<file path="src/design/sio_defines.svh">
// Purpose: constants of the system scan port
// Assumes: 250 MHz clock, even bit addresses
// Notes: offsets are bit addresses of the port
`ifndef SIO_DEFINES_SVH
`define SIO_DEFINES_SVH

`define SIO_ADDR_W 12
`define SIO_ADDR_HI 6'h10
`define SIO_BIT_CTRL 5'h00
`define SIO_BIT_P0 5'h10
`define SIO_P_SEL_LO 4'h0
`define SIO_P_SEG_LO 4'h4
`define SIO_P_RETRIG 4'hc
`define SIO_P_SHIFT 4'hd
`define SIO_P_BUZZ 4'he
`define SIO_P_TAPE 4'hf
`define SIO_P_RST 16'h1ff0
`define SIO_MASK_RST 16'h0000
`define SIO_IDLE_IN 9'h1ff
`define SIO_DIGITS 10
`define SIO_ROWS 9
`define SIO_COLS 5
`define SIO_SEGS 8
`define SIO_CLK_MHZ 250
`define SIO_FAILSAFE_US 1000
`define SIO_FAILSAFE_CYC (`SIO_FAILSAFE_US * `SIO_CLK_MHZ)
`define SIO_FS_W 20

`endif

</file>
<file path="src/design/sio_pkg.sv">
// Purpose: types of the system scan port
// Assumes: nothing
// Notes: constants live in sio_defines.svh
package sio_pkg;
   typedef logic [3:0] sio_code_t;
   typedef logic [9:0] sio_digit_t;
   typedef enum logic {
      SIO_FS_LIT = 1'b0,
      SIO_FS_BLANK = 1'b1
   } sio_fs_state_t;
endpackage

</file>
<file path="src/design/sio_scan_if.sv">
// Purpose: links the port core to decoder and fail-safe timer
// Assumes: one clock
// Notes: all signals are registered at their source
`timescale 1ns/1ps
interface sio_scan_if;
   import sio_pkg::*;
   sio_code_t code;
   sio_digit_t digit_n;
   logic retrig;
   logic enable_n;
   modport core (output code, output retrig, input digit_n, input enable_n);
   modport dec (input code, output digit_n);
   modport fs (input retrig, output enable_n);
endinterface

</file>
<file path="src/design/sio_digit_decode.sv">
// Purpose: one-of-ten digit decoder, active low
// Assumes: code comes from a register
// Notes: codes 10 to 15 select no digit
`timescale 1ns/1ps
`include "sio_defines.svh"
module sio_digit_decode (
   input wire logic clk_in,
   input wire logic sys_rst_in,
   sio_scan_if.dec scan
);
   import sio_pkg::*;
   sio_digit_t digit_n_q;
   sio_digit_t digit_n_d;

   always_comb begin
      digit_n_d = '1;
      for (int i = 0; i < `SIO_DIGITS; i++) begin
         if (scan.code == 4'(i)) begin
            digit_n_d[i] = 1'b0;
         end
      end
   end

   always_ff @(posedge clk_in) begin
      if (sys_rst_in) begin
         digit_n_q <= '1;
      end else begin
         digit_n_q <= digit_n_d;
      end
   end

   assign scan.digit_n = digit_n_q;
endmodule

</file>
<file path="src/design/sio_failsafe.sv">
// Purpose: retriggerable fail-safe timer for the display
// Assumes: retrig is a one-cycle pulse
// Notes: display starts blanked until the first retrigger
`timescale 1ns/1ps
`include "sio_defines.svh"
module sio_failsafe #(
   parameter int unsigned CYCLES = `SIO_FAILSAFE_CYC
) (
   input wire logic clk_in,
   input wire logic sys_rst_in,
   sio_scan_if.fs scan
);
   import sio_pkg::*;
   sio_fs_state_t state_q;
   sio_fs_state_t state_d;
   logic [`SIO_FS_W-1:0] cnt_q;
   logic [`SIO_FS_W-1:0] cnt_d;

   always_comb begin
      state_d = state_q;
      cnt_d = cnt_q;
      if (scan.retrig) begin
         state_d = SIO_FS_LIT;
         cnt_d = `SIO_FS_W'(CYCLES - 1);
      end else begin
         unique case (state_q)
            SIO_FS_LIT: begin
               if (cnt_q == '0) begin
                  state_d = SIO_FS_BLANK;
               end else begin
                  cnt_d = cnt_q - 1'b1;
               end
            end
            SIO_FS_BLANK: begin
               cnt_d = '0;
            end
         endcase
      end
   end

   always_ff @(posedge clk_in) begin
      if (sys_rst_in) begin
         state_q <= SIO_FS_BLANK;
         cnt_q <= '0;
      end else begin
         state_q <= state_d;
         cnt_q <= cnt_d;
      end
   end

   assign scan.enable_n = state_q;
endmodule

</file>
<file path="src/design/sio_port.sv">
// Purpose: bit-addressed system port for display, keys, tape and buzzer
// Assumes: host scans display and keys in software
// Notes: one bit per even address; read data one cycle after the strobe
`timescale 1ns/1ps
`include "sio_defines.svh"
module sio_port #(
   parameter int unsigned FAILSAFE_CYCLES = `SIO_FAILSAFE_CYC
) (
   input wire logic clk_in,
   input wire logic sys_rst_in,
   input wire logic [`SIO_ADDR_W-1:0] addr_in,
   input wire logic wdata_in,
   input wire logic wr_in,
   input wire logic rd_in,
   output logic rdata_out,
   input wire logic [`SIO_COLS-1:0] key_column_n_in,
   input wire logic recorder_audio_input_in,
   output sio_pkg::sio_digit_t digit_sink_n_out,
   output logic [`SIO_ROWS-1:0] key_row_n_out,
   output logic [`SIO_SEGS-1:0] seg_source_out,
   output logic led_panel_enable_n_out,
   output logic shift_light_out,
   output logic buzzer_drive_out,
   output logic tape_write_out,
   output logic int_req_n_out,
   output sio_pkg::sio_code_t int_code_out
);
   import sio_pkg::*;

   sio_scan_if scan ();

   sio_digit_decode u_decode (
      .clk_in(clk_in),
      .sys_rst_in(sys_rst_in),
      .scan(scan.dec)
   );

   sio_failsafe #(
      .CYCLES(FAILSAFE_CYCLES)
   ) u_failsafe (
      .clk_in(clk_in),
      .sys_rst_in(sys_rst_in),
      .scan(scan.fs)
   );

   // pin synchronisers
   logic [5:0] pin_m_q;
   logic [5:0] pin_s_q;

   always_ff @(posedge clk_in) begin
      if (sys_rst_in) begin
         pin_m_q <= '1;
         pin_s_q <= '1;
      end else begin
         pin_m_q <= {recorder_audio_input_in, key_column_n_in};
         pin_s_q <= pin_m_q;
      end
   end

   // register file
   logic ctrl_q;
   logic ctrl_d;
   logic [15:0] mask_q;
   logic [15:0] mask_d;
   logic [15:0] p_q;
   logic [15:0] p_d;
   logic rdata_q;
   logic rdata_d;
   logic [15:0] in_vec;
   logic [31:0] rd_vec;
   logic hit;
   logic [4:0] idx;

   assign hit = (addr_in[11:6] == `SIO_ADDR_HI) && !addr_in[0];
   assign idx = addr_in[5:1];
   // live levels, tape bit unchanged in polarity
   assign in_vec = {`SIO_IDLE_IN, pin_s_q, ctrl_q};
   assign rd_vec = {p_q, in_vec};

   always_comb begin
      ctrl_d = ctrl_q;
      mask_d = mask_q;
      p_d = p_q;
      rdata_d = 1'b0;
      if (wr_in && hit) begin
         if (idx == `SIO_BIT_CTRL) begin
            ctrl_d = wdata_in;
         end else if (idx < `SIO_BIT_P0) begin
            mask_d[idx[3:0]] = wdata_in;
         end else begin
            p_d[idx[3:0]] = wdata_in;
         end
      end
      if (rd_in && hit) begin
         rdata_d = rd_vec[idx];
      end
   end

   always_ff @(posedge clk_in) begin
      if (sys_rst_in) begin
         ctrl_q <= 1'b0;
         mask_q <= `SIO_MASK_RST;
         p_q <= `SIO_P_RST;
         rdata_q <= 1'b0;
      end else begin
         ctrl_q <= ctrl_d;
         mask_q <= mask_d;
         p_q <= p_d;
         rdata_q <= rdata_d;
      end
   end

   // interrupt code and retrigger edge
   logic int_req_n_q;
   logic int_req_n_d;
   sio_code_t int_code_q;
   sio_code_t int_code_d;
   logic retrig_prev_q;
   logic retrig_q;
   logic retrig_d;

   always_comb begin
      int_req_n_d = 1'b1;
      int_code_d = '0;
      // mask gates the code, lowest line wins
      for (int i = 15; i >= 1; i--) begin
         if (!in_vec[i] && mask_q[i]) begin
            int_req_n_d = 1'b0;
            int_code_d = 4'(i);
         end
      end
      retrig_d = retrig_prev_q && !p_q[`SIO_P_RETRIG];
   end

   always_ff @(posedge clk_in) begin
      if (sys_rst_in) begin
         int_req_n_q <= 1'b1;
         int_code_q <= '0;
         retrig_prev_q <= 1'b1;
         retrig_q <= 1'b0;
      end else begin
         int_req_n_q <= int_req_n_d;
         int_code_q <= int_code_d;
         retrig_prev_q <= p_q[`SIO_P_RETRIG];
         retrig_q <= retrig_d;
      end
   end

   assign scan.retrig = retrig_q;
   assign scan.code = p_q[`SIO_P_SEL_LO +: 4];

   // output drivers
   logic [`SIO_SEGS-1:0] seg_q;
   logic [`SIO_SEGS-1:0] seg_d;
   logic [2:0] misc_q;
   logic [2:0] misc_d;

   always_comb begin
      // anode and panel enable both low
      seg_d = ~p_q[`SIO_P_SEG_LO +: `SIO_SEGS] & {`SIO_SEGS{~scan.enable_n}};
      // buzzer and tape write follow their bits directly
      misc_d = {p_q[`SIO_P_TAPE], p_q[`SIO_P_BUZZ], p_q[`SIO_P_SHIFT]};
   end

   always_ff @(posedge clk_in) begin
      if (sys_rst_in) begin
         seg_q <= '0;
         misc_q <= '0;
      end else begin
         seg_q <= seg_d;
         misc_q <= misc_d;
      end
   end

   assign rdata_out = rdata_q;
   // cathodes straight from the decoder flop
   assign digit_sink_n_out = scan.digit_n;
   // rows are digit lines 1 to 9
   assign key_row_n_out = scan.digit_n[`SIO_ROWS-1:0];
   assign seg_source_out = seg_q;
   assign led_panel_enable_n_out = scan.enable_n;
   assign shift_light_out = misc_q[0];
   assign buzzer_drive_out = misc_q[1];
   assign tape_write_out = misc_q[2];
   assign int_req_n_out = int_req_n_q;
   assign int_code_out = int_code_q;

   // checking helpers: cycles since the last retrigger, saturating
   logic [`SIO_FS_W-1:0] idle_q;

   always_ff @(posedge clk_in) begin
      if (sys_rst_in) begin
         idle_q <= '1;
      end else if (retrig_q) begin
         idle_q <= '0;
      end else if (idle_q != '1) begin
         idle_q <= idle_q + 1'b1;
      end
   end
endmodule

</file>
<file path="config.mk">
export PLATFORM = sky130hd
export DESIGN_NAME = sio_port
export DESIGN_NICKNAME = d
export VERILOG_FILES = /design/src/design/sio_pkg.sv /design/src/design/sio_scan_if.sv /design/src/design/sio_digit_decode.sv /design/src/design/sio_failsafe.sv /design/src/design/sio_port.sv
export VERILOG_INCLUDE_DIRS = /design/src /design/src/design
export SDC_FILE = /design/constraint.sdc
export NUM_CORES = 1
export LEC_CHECK = 0
export ABC_AREA = 1
export BUFFER_PORTS_ARGS = -buffer_cell sky130_fd_sc_hd__buf_2
export CAP_MARGIN = 20
export CORE_MARGIN = 2
export CORE_UTILIZATION = 38
export DETAILED_ROUTE_END_ITERATION = 16
export REMOVE_ABC_BUFFERS = 1
export SLEW_MARGIN = 5
export SYNTH_ARGS = -nofsm -noshare
export SYNTH_HDL_FRONTEND = slang
export SYNTH_HIERARCHICAL = 1
export SYNTH_SLANG_ARGS = --single-unit
</file>
<file path="constraint.sdc">
create_clock -name clk_in -period 2.5 [get_ports clk_in]
set_clock_uncertainty 0.15 [all_clocks]
set_input_delay 0.75 -clock clk_in [delete_from_list [all_inputs] [get_ports clk_in]]
set_output_delay 0.75 -clock clk_in [all_outputs]
set_load 0.005 [all_outputs]
</file>
# Word level (Yosys, flattened, before mapping)
# Cells that the tools add are included.
[totals]
ff_bits = 95
inputBits = 23
elab_cells = 106
[op_classes]
add_sub_neg = 1
n_lt_le_gt_ge = 4
n_eq_ne = 12
muxes = 34
n_bitwise = 6
reduce_logical = 30
[op_table]
columns = ["op", "count"]
rows = [
  ["$pmux 20 s2", 1],
  ["$bwmux 16", 2],
  ["$mux 1", 22],
  ["$logic_not 20->1", 1],
  ["$mux 20", 1],
  ["$sub 20x1->20 const B", 1],
  ["$mux 18", 1],
  ["$eq 4x3->1 const B", 4],
  ["$logic_and 1x1->1", 11],
  ["$mux 3", 3],
  ["$and 8x8->8", 1],
  ["$eq 4x2->1 const B", 2],
  ["$eq 4x4->1 const B", 2],
  ["$logic_not 1->1", 8],
  ["$not 8->8", 1],
  ["$eq 6x5->1 const B", 1],
  ["$lt 5x6->1 const B", 1],
  ["$reduce_and 3->1", 2],
  ["$reduce_or 2->1", 3],
  ["$reduce_or 6->1", 1],
  ["$bmux 1 s5", 1],
  ["$logic_not 5->1", 1],
  ["$lt 4x5->1 const B", 1],
  ["$lt 5x5->1 const B", 1],
  ["other kinds (10)", 14],
]

# Longest topological paths before layout
# Gate-level depths: netlist (run 1).
[logic_depth]
ltp_word = 8
mapped_depth = 11
ltp_nobuf = 11

# Cells and area by module
# The synthesis (run 1) kept the hierarchy.
[by_module_without_submodules]
columns = ["module", "n_inst", "cells_each", "area_each_um2", "seq_area_each_um2"]
rows = [
  ["sio_port", 1, 357, 2416.1, 1061.0],
  ["sio_failsafe", 1, 193, 1247.4, 420.4],
  ["sio_digit_decode", 1, 33, 309.0, 200.2],
]

# Least setup slack after synthesis (run 1)
# No wires, ideal clock.
[synth_timing]
path_type = "input to register"
startpoint = "input port addr_in[10]"
endpoint = "register p_q[12]"
setup_ns = 0.130
arrival_ns = 1.477
slack_ns = 0.744
path_stages = 7
n_path_buf = 0
cell_sequence = "inv_1 > nor2_1 > nand2_1 > nor2_2 > nand4_1 > o21bai_1 > nand3_1"
[synth_via]
elab_chain_cells = 4
[synth_rtl]
columns = ["element", "line", "source"]
rows = [
  ["start, declared", "sio_port.sv:11", "input wire logic [`SIO_ADDR_W-1:0] addr_in,"],
  ["$eq 6x5->1 (no line)", "--", ""],
  ["$logic_and 1x1->1", "sio_port.sv:74", "assign hit = (addr_in[11:6] == `SIO_ADDR_HI) && !addr_in[0];"],
  ["$logic_and 1x1->1", "sio_port.sv:85", "if (wr_in && hit) begin"],
  ["$reduce_and 3->1 (no line)", "--", ""],
  ["end signal, assigned", "sio_port.sv:103", "p_q <= `SIO_P_RST;"],
  ["end signal, assigned", "sio_port.sv:108", "p_q <= p_d;"],
  ["end, declared", "sio_port.sv:65", "logic [15:0] p_q;"],
]
# Every way passes these cells.
# A chain may end at the register's enable or synchronous reset.

# Final worst setup path (run 1)
[layout_timing]
startpoint = "register u_failsafe.state_q (netlist: u_failsafe/scan.enable_n)"
endpoint = "output port led_panel_enable_n_out"
[layout_lines]
columns = ["element", "line", "source"]
rows = [
  ["start, declared", "sio_failsafe.sv:14", "sio_fs_state_t state_q;"],
  ["start signal, assigned", "sio_failsafe.sv:46", "state_q <= state_d;"],
  ["end, declared", "sio_port.sv:21", "output logic led_panel_enable_n_out,"],
]
# No word-level cell between the ends.

==> results.sh, run 1 <==
export IMPL_ctsHtreeMaxLevel=3
export IMPL_synth_edf_count=0
export IMPL_antenna_found_initial=0
export IMPL_stdcell_count=776
export IMPL_core_area_um2=10200
export IMPL_period_minus_slack_ns=2.02
export IMPL_port_buffers=58
export IMPL_cp_arrival_ns=1.12
export IMPL_drv_slew=0
export IMPL_leakage_uw=0.00213
export IMPL_multiInputGateArea_um2=1890
export IMPL_cpPeakStageDelay_ns=0.57
export IMPL_worst_path_dominant_cell_family="flip-flops"
export IMPL_ys_ff_latch=84
export IMPL_fin_area_um2=4580
export IMPL_grt_max_degree=21
export IMPL_dp_hpwl_um=6980
export IMPL_finalSetupViolCount=0
export IMPL_critPathBufInv=1
export IMPL_r2r_slack_ns=0.65
export IMPL_nNetsFinal=659
export IMPL_pre_cts_ws_ns=0.383
export IMPL_postCtsSetupRepairBufs=0
export IMPL_critPathLaunchType="register"
export IMPL_status="finished, final reports clean"
export IMPL_holdPathStages=1
export IMPL_tritoncts="yes"
export IMPL_min_to="pin_s_q[0]"
export IMPL_cts_clk_slew_worst_paths_ns=0.09
export IMPL_regArea_um2=1680
export IMPL_post_drt_wl_per_cell_um=12.0
export IMPL_clock_latency_ns=0.36
export IMPL_most_common_layout_cells="129 x nand2_1, 109 x nor2_1, 84 x dfxtp_1, 61 x nand3_1, 60 x inv_1"
export IMPL_avgSynthCellArea_um2=6.81
export IMPL_clock_tree_buffer_depth=2
export IMPL_initial_core_util_pct=38.8
export IMPL_vdd_drop_max_v=0.000259
export IMPL_grt_pass1_vias=3474
export IMPL_top_level_ports=60
export IMPL_rows=37
export IMPL_hold_violations=0
export IMPL_p_total_uw=2680
export IMPL_ant_nets=0
export IMPL_yosys_warnings=6
export IMPL_fin_crit_sh_pct=80.7
export IMPL_cts_hold_buffers_added=0
export IMPL_layout_drive_gt1_share_pct=20.8
export IMPL_areaGrowthSynthToFinish_pct=15.3
export IMPL_end_kind="output pin"
export IMPL_vias_per_cell=4.77
export IMPL_cts_root_buffer_cell="clkbuf_8"
export IMPL_cts_made_buffers=9
export IMPL_worstSetupPathType="reg -> out"
export IMPL_ys_types=36
export IMPL_cp_data_required_time_ns=1.60
export IMPL_fin_setup_tns_ns=0
export IMPL_post_cts_resized=0
export IMPL_synth_flop_cell="dfxtp_1"
export IMPL_die_y_um=106
export IMPL_reg2regPathDepth=9
export IMPL_die_x_um=106
export IMPL_fmax_mhz=496
export IMPL_grt_pass1_wl_um=15800
export IMPL_wirelength_um=9280
export IMPL_synthArstFlopShare_pct=0
export IMPL_cts_sinks=84
export IMPL_setup_ws_ns=0.482
export IMPL_drv_cap=0
export IMPL_drc=0
export IMPL_powerDensity_nw_per_um2=586
export IMPL_path_max_fanout=11
export IMPL_overflow=0
export IMPL_rsz0062_at_grt="false"
export IMPL_final_common_cell="nand2_1"
export IMPL_drtPass1Iterations=5
export IMPL_postPlaceCellArea_um2=4330
export IMPL_rr_endpoint="u_failsafe/cnt_q[16]"
export IMPL_syn_instance_count=583
export IMPL_dp_cells=760
export IMPL_synthesis_area_um2=3970
export IMPL_ys_seq_area_share_pct=42.3
export IMPL_diodes=0
export IMPL_dieArea_um2=11300
export IMPL_critPathSlowestCell="dfxtp_1"
export IMPL_r2r_start="u_failsafe/cnt_q[0]"
export IMPL_grt_total_usage_pct=17.5
export IMPL_fillers=1057
export IMPL_min_from="pin_m_q[0]"
export IMPL_drt_iter0_markers=179
export IMPL_routabilityCongestion=0.949
export IMPL_routed_via_count=3704
export IMPL_hold_path_class="reg -> reg"
export IMPL_cp_cell_sequence="buf_2"
registers in the layout, indices dropped and copies added (netlist names):
| name | cells |
|---|---|
| mask_q | 6 |
| retrig_q | 1 |
| u_failsafe/cnt_q | 20 |
| rdata_out | 1 |
| p_q | 16 |
| pin_s_q | 6 |
| misc_q | 3 |
| retrig_prev_q | 1 |
| u_decode/scan.digit_n | 10 |
| int_req_n_out | 1 |
| seg_source_out | 8 |
| int_code_out | 3 |
| pin_m_q | 6 |
| ctrl_q | 1 |
| u_failsafe/scan.enable_n | 1 |
routing by layer:
layer | routed length, um | GRT usage (%)
met1 | 4310 | 22.2
met3 | 455 | 3.68
met5 | 0 | 0
met4 | 179 | 7.52
met2 | 4340 | 28.6
how the worst max path moves through the flow:
stage,start,to,slack [ns],cells past startpoint
global placement,addr_in[10],p_q[12],0.42,8
floorplan,sys_rst_in,rdata_out,0.68,4
CTS,u_failsafe/scan.enable_n,led_panel_enable_n_out,0.45,1
finish,u_failsafe/scan.enable_n,led_panel_enable_n_out,0.48,1
detailed placement,addr_in[10],p_q[5],0.38,9
global route,u_failsafe/scan.enable_n,led_panel_enable_n_out,0.39,1
layout make-up:
class                           count  area share, %
Inverter                           73           5.98
Clock buffer                       11           3.09
Timing Repair Buffer               61           6.83
Multi-Input combinational cell    406           41.3
Tap cell                          136           3.71
Clock inverter                      5           2.35
Sequential cell                    84           36.7
synthesized netlist by cell type, types with 10 or more instances:
cell / instances / area (um2)
inv_1: 60 / 225
buf_4: 10 / 75.1
nor2_1: 109 / 409
dfxtp_1: 84 / 1680
a21oi_1: 15 / 75.1
nand4_1: 15 / 93.8
or2_2: 12 / 75.1
nand2_1: 129 / 484
nand3_1: 61 / 305
inv_2: 11 / 41.3
nor2_2: 18 / 113
nor3_1: 11 / 55.1
power breakdown:
group | internal, uW | switching, uW | total, uW
clock | 697 | 500 | 1200
sequential | 1350 | 4.29 | 1350
combinational | 42.5 | 92.7 | 135
total | 2090 | 597 | 2680
cell families after synthesis:
family | after synthesis | synth area share [%]
and+or+nand+nor | 374 | 42.7
buffers and inverters | 93 | 9.98
DFF | 84 | 42.3
AOI/OAI and AO/OA | 27 | 3.87
xor gates and xnor gates | 3 | 0.662
adders and majority gates | 1 | 0.315
other | 1 | 0.0944
metrics by stage:
step	util, %	hold slack [ns]
3_3_place_gp	42.4	0.242
6_report	44.8	0.259
3_5_place_dp	42.4	0.245
5_1_grt	44.8	0.273
4_1_cts	44.8	0.266
2_1_floorplan	-	0.239
No activity file was read; power rests on OpenSTA's default activity.
==> run 2: changes to the inputs <==
==> constraint.sdc (replaced) <==
create_clock -name clk_in -period 1.85 [get_ports clk_in]
set_clock_uncertainty 0.15 [all_clocks]
set_input_delay 0.555 -clock clk_in [delete_from_list [all_inputs] [get_ports clk_in]]
set_output_delay 0.555 -clock clk_in [all_outputs]
set_load 0.005 [all_outputs]
==> run 2 against run 1 <==
Non-clock buffer count rose by 18. Flip-flop and latch count unchanged. Final area increased by 2.5%. Die area did not move. Combinational power increased by 53%. Wire length decreased by 0.25%. Global-route usage decreased by 0.073 points. Highest routed layer unchanged.
==> results.sh, run 2 (same netlist as run 1, synthesis figures left out) <==
export IMPL_path_max_fanout=10
export IMPL_port_buffers=58
export IMPL_initial_core_util_pct=38.8
export IMPL_cp_cell_sequence="inv_1 -> ha_1 -> nand2_1 -> nor2_4 -> nand3_4 -> nand2_1 -> inv_2 -> o21ai_2 -> nor2_1"
export IMPL_powerDensity_nw_per_um2=738
export IMPL_rsz0062_at_grt="false"
export IMPL_drc=0
export IMPL_final_common_cell="nand2_1"
export IMPL_fin_crit_sh_pct=92.8
export IMPL_dieArea_um2=11300
export IMPL_setup_ws_ns=0.134
export IMPL_utilization_pct=45.9
export IMPL_drv_slew=0
export IMPL_grt_total_usage_pct=17.4
export IMPL_cpPeakStageDelay_ns=0.34
export IMPL_hold_violations=0
export IMPL_core_area_um2=10200
export IMPL_grt_pass1_wl_um=15600
export IMPL_ant_nets=0
export IMPL_pre_cts_ws_ns=-0.0567
export IMPL_swShare_pct=23.4
export IMPL_clock_latency_ns=0.36
export IMPL_critPathLaunchType="register"
export IMPL_cts_root_buffer_cell="clkbuf_8"
export IMPL_cp_arrival_ns=1.82
export IMPL_antenna_found_initial=0
export IMPL_tritoncts="yes"
export IMPL_fillers=1084
export IMPL_die_y_um=106
export IMPL_worst_path_dominant_cell_family="simple AND/OR/NAND/NOR gates"
export IMPL_top_register="u_failsafe/cnt_q"
export IMPL_grt_max_degree=17
export IMPL_fin_area_um2=4690
export IMPL_p_seq_share_pct=52.8
export IMPL_cts_sinks=84
export IMPL_drv_cap=0
export IMPL_cp_data_required_time_ns=1.95
export IMPL_r2r_start="u_failsafe/cnt_q[1]"
export IMPL_period_minus_slack_ns=1.72
export IMPL_vdd_drop_max_v=0.000482
export IMPL_leakage_uw=0.00220
export IMPL_pwr_share_comb_pct=6.0
export IMPL_areaGrowthSynthToFinish_pct=18.2
export IMPL_hold_path_class="in -> reg"
export IMPL_layout_drive_gt1_share_pct=23.1
export IMPL_min_from="key_column_n_in[1]"
export IMPL_dp_cells=777
export IMPL_dp_hpwl_um=7060
export IMPL_nNetsFinal=677
export IMPL_critPathBufInv=2
export IMPL_cts_clk_slew_worst_paths_ns=0.09
export IMPL_post_drt_wl_per_cell_um=11.7
export IMPL_die_x_um=106
export IMPL_most_common_layout_cells="129 x nand2_1, 109 x nor2_1, 83 x dfxtp_1, 61 x nand3_1, 60 x inv_1"
export IMPL_postPlaceCellArea_um2=4470
export IMPL_largest_register_ff_count=20
export IMPL_clock_tree_buffer_depth=2
export IMPL_cp_common_cell="nand2_1"
export IMPL_cts_made_buffers=9
export IMPL_rows=37
export IMPL_vias_per_cell=4.61
export IMPL_ctsHtreeMaxLevel=3
export IMPL_grt_pass1_vias=3485
export IMPL_end_kind="register"
export IMPL_drtPass1Iterations=4
export IMPL_wirelength_um=9260
export IMPL_fmax_mhz=583
export IMPL_worstSetupPathType="reg -> reg"
export IMPL_routabilityCongestion=0.869
export IMPL_routed_via_count=3658
export IMPL_status="finished, final reports clean"
export IMPL_critPathSlowestCell="dfxtp_1"
export IMPL_stdcell_count=793
export IMPL_top_level_ports=60
export IMPL_p_clk_share_pct=41.3
export IMPL_p_int_uw=2650
export IMPL_diodes=0
export IMPL_overflow=0
export IMPL_cp_startpoint="u_failsafe/cnt_q[1]"
export IMPL_switchingPower_uw=811
export IMPL_drt_iter0_markers=125
export IMPL_finalSetupViolCount=0
==> run 2: path summary, 6_finish.rpt <==
kind / end / slack, ns / cells after the start
hold reg to reg: pin_s_q[2] / 0.26 / 1
hold / removal: pin_m_q[1] / 0.22 / 2
setup reg to reg: u_failsafe/cnt_q[16] / 0.13 / 9
setup / recovery: u_failsafe/cnt_q[16] / 0.13 / 9
==> run 2: layer usage <==
layer  global-route usage, %  vias up  part of all wire, %
met2                    29.6       76                   48
met5                       0        -                    0
met4                    7.24        0                  1.1
met1                    20.8     1616                   47
li1                        -     1956                    -
met3                    4.35       10                  4.3
==> run 2: what timing repair did <==
action / 4_1_cts / 5_1_grt
buffers inserted: 0 / 1
pin swaps: 0 / 2
hold buffers: 0 / 0
gates resized for setup: 1 / 0
endpoints found under the setup margin: 1 / 5
==> run 2: stage by stage <==
step                      hold slack (ns)  TNS, ns  total power [uW]
after floorplan                     0.239        0              1960
after global placement              0.241  -0.0109              2070
after detailed placement            0.244   -0.235              2080
after CTS                           0.194        0              3520
after global routing                0.193        0              3610
final                               0.217        0              3460
==> run 2: power groups by stage <==
stage	combinational, uW	sequential [uW]	clock, uW
final	206	1830	1430
after CTS	207	1830	1490
after global placement	203	1870	0
after detailed placement	206	1870	0
after global routing	232	1830	1550
after floorplan	95.0	1870	0
==> run 2: worst reg2reg max path, stage by stage (launching register included) <==
cell and delay (ns):
dfxtp_1 0.34, inv_1 0.06, ha_1 0.20, nand2_1 0.13, nor2_4 0.15, nand3_4 0.17, nand2_1 0.14, inv_2 0.08
o21ai_2 0.14, nor2_1 0.05
==> run 2: final cells by class <==
cell class / instances / area (um2) / area share (%)
Tap cell: 136 / 170 / 3.62
Clock buffer: 9 / 124 / 2.64
Sequential cell: 84 / 1680 / 35.8
Clock inverter: 6 / 88.8 / 1.89
Inverter: 73 / 274 / 5.84
Multi-Input combinational cell: 406 / 1890 / 40.4
Timing Repair Buffer: 79 / 460 / 9.81
==> run 3: changes to the inputs <==
--- a/config.mk
+++ b/config.mk
@@ -9,9 +9,12 @@
 export ABC_AREA = 1
 export BUFFER_PORTS_ARGS = -buffer_cell sky130_fd_sc_hd__buf_2
 export CAP_MARGIN = 20
+export CELL_PAD_IN_SITES_DETAIL_PLACEMENT = 0
+export CELL_PAD_IN_SITES_GLOBAL_PLACEMENT = 2
 export CORE_MARGIN = 2
-export CORE_UTILIZATION = 38
+export CORE_UTILIZATION = 28
 export DETAILED_ROUTE_END_ITERATION = 16
+export PLACE_DENSITY_LB_ADDON = 0.1
 export REMOVE_ABC_BUFFERS = 1
 export SLEW_MARGIN = 5
 export SYNTH_ARGS = -nofsm -noshare
==> run 3 against run 2 <==
Worst setup slack better by 0.0072 ns. Highest routed layer unchanged. Clock power is 22% higher. Sequential power is essentially flat. Largest power group unchanged. Utilization fell by 10 points. Final area up 6.2%.
==> results.sh, run 3 (same netlist as run 1, synthesis figures left out) <==
export IMPL_drv_slew=0
export IMPL_tritoncts="yes"
export IMPL_fillers=1535
export IMPL_largest_register_ff_count=20
export IMPL_drv_cap=0
export IMPL_cts_hold_buffers_added=0
export IMPL_end_kind="output pin"
export IMPL_core_area_um2=13900
export IMPL_wirelength_um=11100
export IMPL_hold_path_class="in -> reg"
export IMPL_nNetsFinal=697
export IMPL_overflow=0
export IMPL_cp_data_required_time_ns=1.14
export IMPL_post_drt_wl_per_cell_um=13.0
export IMPL_most_common_layout_cells="128 x nand2_1, 108 x nor2_1, 84 x dfxtp_1, 60 x inv_1, 60 x nand3_1"
export IMPL_top_register="u_failsafe/cnt_q"
export IMPL_die_x_um=123
export IMPL_cts_sinks=84
export IMPL_p_int_uw=2870
export IMPL_die_y_um=123
export IMPL_routed_via_count=3731
export IMPL_grt_pass1_wl_um=18300
export IMPL_period_minus_slack_ns=1.71
export IMPL_pwr_share_comb_pct=6.0
export IMPL_finalSetupViolCount=0
export IMPL_worstSetupPathType="reg -> out"
export IMPL_layout_drive_gt1_share_pct=26.0
export IMPL_critPathBufInv=1
export IMPL_vias_per_cell=4.35
export IMPL_worst_path_dominant_cell_family="flip-flops"
export IMPL_final_common_cell="nand2_1"
export IMPL_rows=43
export IMPL_cts_clk_slew_worst_paths_ns=0.06
export IMPL_cts_made_buffers=9
export IMPL_critPathLaunchType="register"
export IMPL_grt_pass1_vias=3664
export IMPL_ctsHtreeMaxLevel=3
export IMPL_leakage_uw=0.00235
export IMPL_fmax_mhz=585
export IMPL_areaGrowthSynthToFinish_pct=25.4
export IMPL_postPlaceCellArea_um2=4690
export IMPL_dp_cells=842
export IMPL_r2r_slack_ns=0.16
export IMPL_p_seq_share_pct=48.2
export IMPL_path_max_fanout=6
export IMPL_r2r_start="u_failsafe/cnt_q[7]"
export IMPL_status="finished, final reports clean"
export IMPL_top_level_ports=60
export IMPL_cts_root_buffer_cell="clkbuf_16"
export IMPL_stdcell_count=858
export IMPL_dieArea_um2=15200
export IMPL_min_from="key_column_n_in[0]"
export IMPL_cp_startpoint="u_failsafe/scan.enable_n"
export IMPL_switchingPower_uw=928
export IMPL_grt_total_usage_pct=15.7
export IMPL_antenna_found_initial=0
export IMPL_setup_ws_ns=0.141
export IMPL_cpPeakStageDelay_ns=0.49
export IMPL_initial_core_util_pct=28.6
export IMPL_hold_violations=0
export IMPL_powerDensity_nw_per_um2=761
export IMPL_routabilityCongestion=0.765
export IMPL_fin_crit_sh_pct=92.4
export IMPL_drt_iter0_markers=159
export IMPL_clock_latency_ns=0.34
export IMPL_ant_nets=0
export IMPL_drc=0
export IMPL_postCtsSetupRepairBufs=0
export IMPL_cp_arrival_ns=1.00
export IMPL_grt_max_degree=16
export IMPL_vdd_drop_max_v=0.000512
export IMPL_p_clk_share_pct=45.8
export IMPL_post_cts_resized=0
export IMPL_diodes=0
export IMPL_pre_cts_ws_ns=-0.0630
export IMPL_critPathSlowestCell="dfxtp_1"
export IMPL_cp_cell_sequence="buf_2"
export IMPL_rsz0062_at_grt="false"
export IMPL_fin_hold_ws_ns=0.238
export IMPL_port_buffers=58
export IMPL_utilization_pct=35.9
export IMPL_dp_hpwl_um=8730
export IMPL_fin_area_um2=4980
export IMPL_swShare_pct=24.5
export IMPL_drtPass1Iterations=4
export IMPL_clock_tree_buffer_depth=2
run 3: changes by cell type in the layout (fill, tap and decap cells not counted), sizes merged:
| cell | change |
|---|---|
| bufinv | -2 |
| buf | +20 |
| clkbuf | +1 |
| inv | +1 |
| clkinv | +1 |
run 3: power groups by stage:
| stage | registers, uW | logic, uW | clock network [uW] |
|---|---|---|---|
| after global routing | 1830 | 256 | 1870 |
| after CTS | 1830 | 231 | 1800 |
| after detailed placement | 1870 | 230 | 0 |
| after floorplan | 1870 | 95.0 | 0 |
| after global placement | 1870 | 230 | 0 |
| final | 1830 | 229 | 1740 |
run 3: cell type report:
type                       count  area, um2  area share, %
inverter                      73        274           5.50
multi-input combinational    406       1910           38.3
sequential                    84       1680           33.7
clock buffer                  10        239           4.80
tap                          180        225           4.52
timing repair buffer          99        611           12.3
clock inverter                 6       46.3          0.929
run 3: worst reg2reg max path, stage by stage (launching register included):
cell	delay (ns)
dfxtp_1	0.36
nor2_2	0.19
nand2_2	0.10
nor2_4	0.17
nand3_4	0.14
buf_12	0.18
nand2_1	0.10
nor2_1	0.05
nand2_1	0.05
nand2_1	0.05
nor2_1	0.08
run 3: worst paths after layout:
kind,end,cells past startpoint
hold reg to reg,pin_s_q[2],1
setup / recovery,led_panel_enable_n_out,1
setup reg to reg,u_failsafe/cnt_q[18],10
hold / removal,pin_m_q[0],2
run 3: metrics by stage:
| step | setup TNS, ns | power, uW |
|---|---|---|
| global route | 0 | 3950 |
| floorplan | 0 | 1960 |
| detailed placement | -0.417 | 2100 |
| global placement | -0.358 | 2100 |
| finish | 0 | 3790 |
| CTS | 0 | 3860 |
run 3: layer usage:
layer	GRT usage (%)	wire length, um	vias to the layer above	part of all wire (%)
met2	25.5	5110	44	46
met5	0	0	-	0
met1	21.0	5520	1679	50
met4	5.33	167	0	1.5
li1	-	-	1994	-
met3	3.14	326	14	2.9
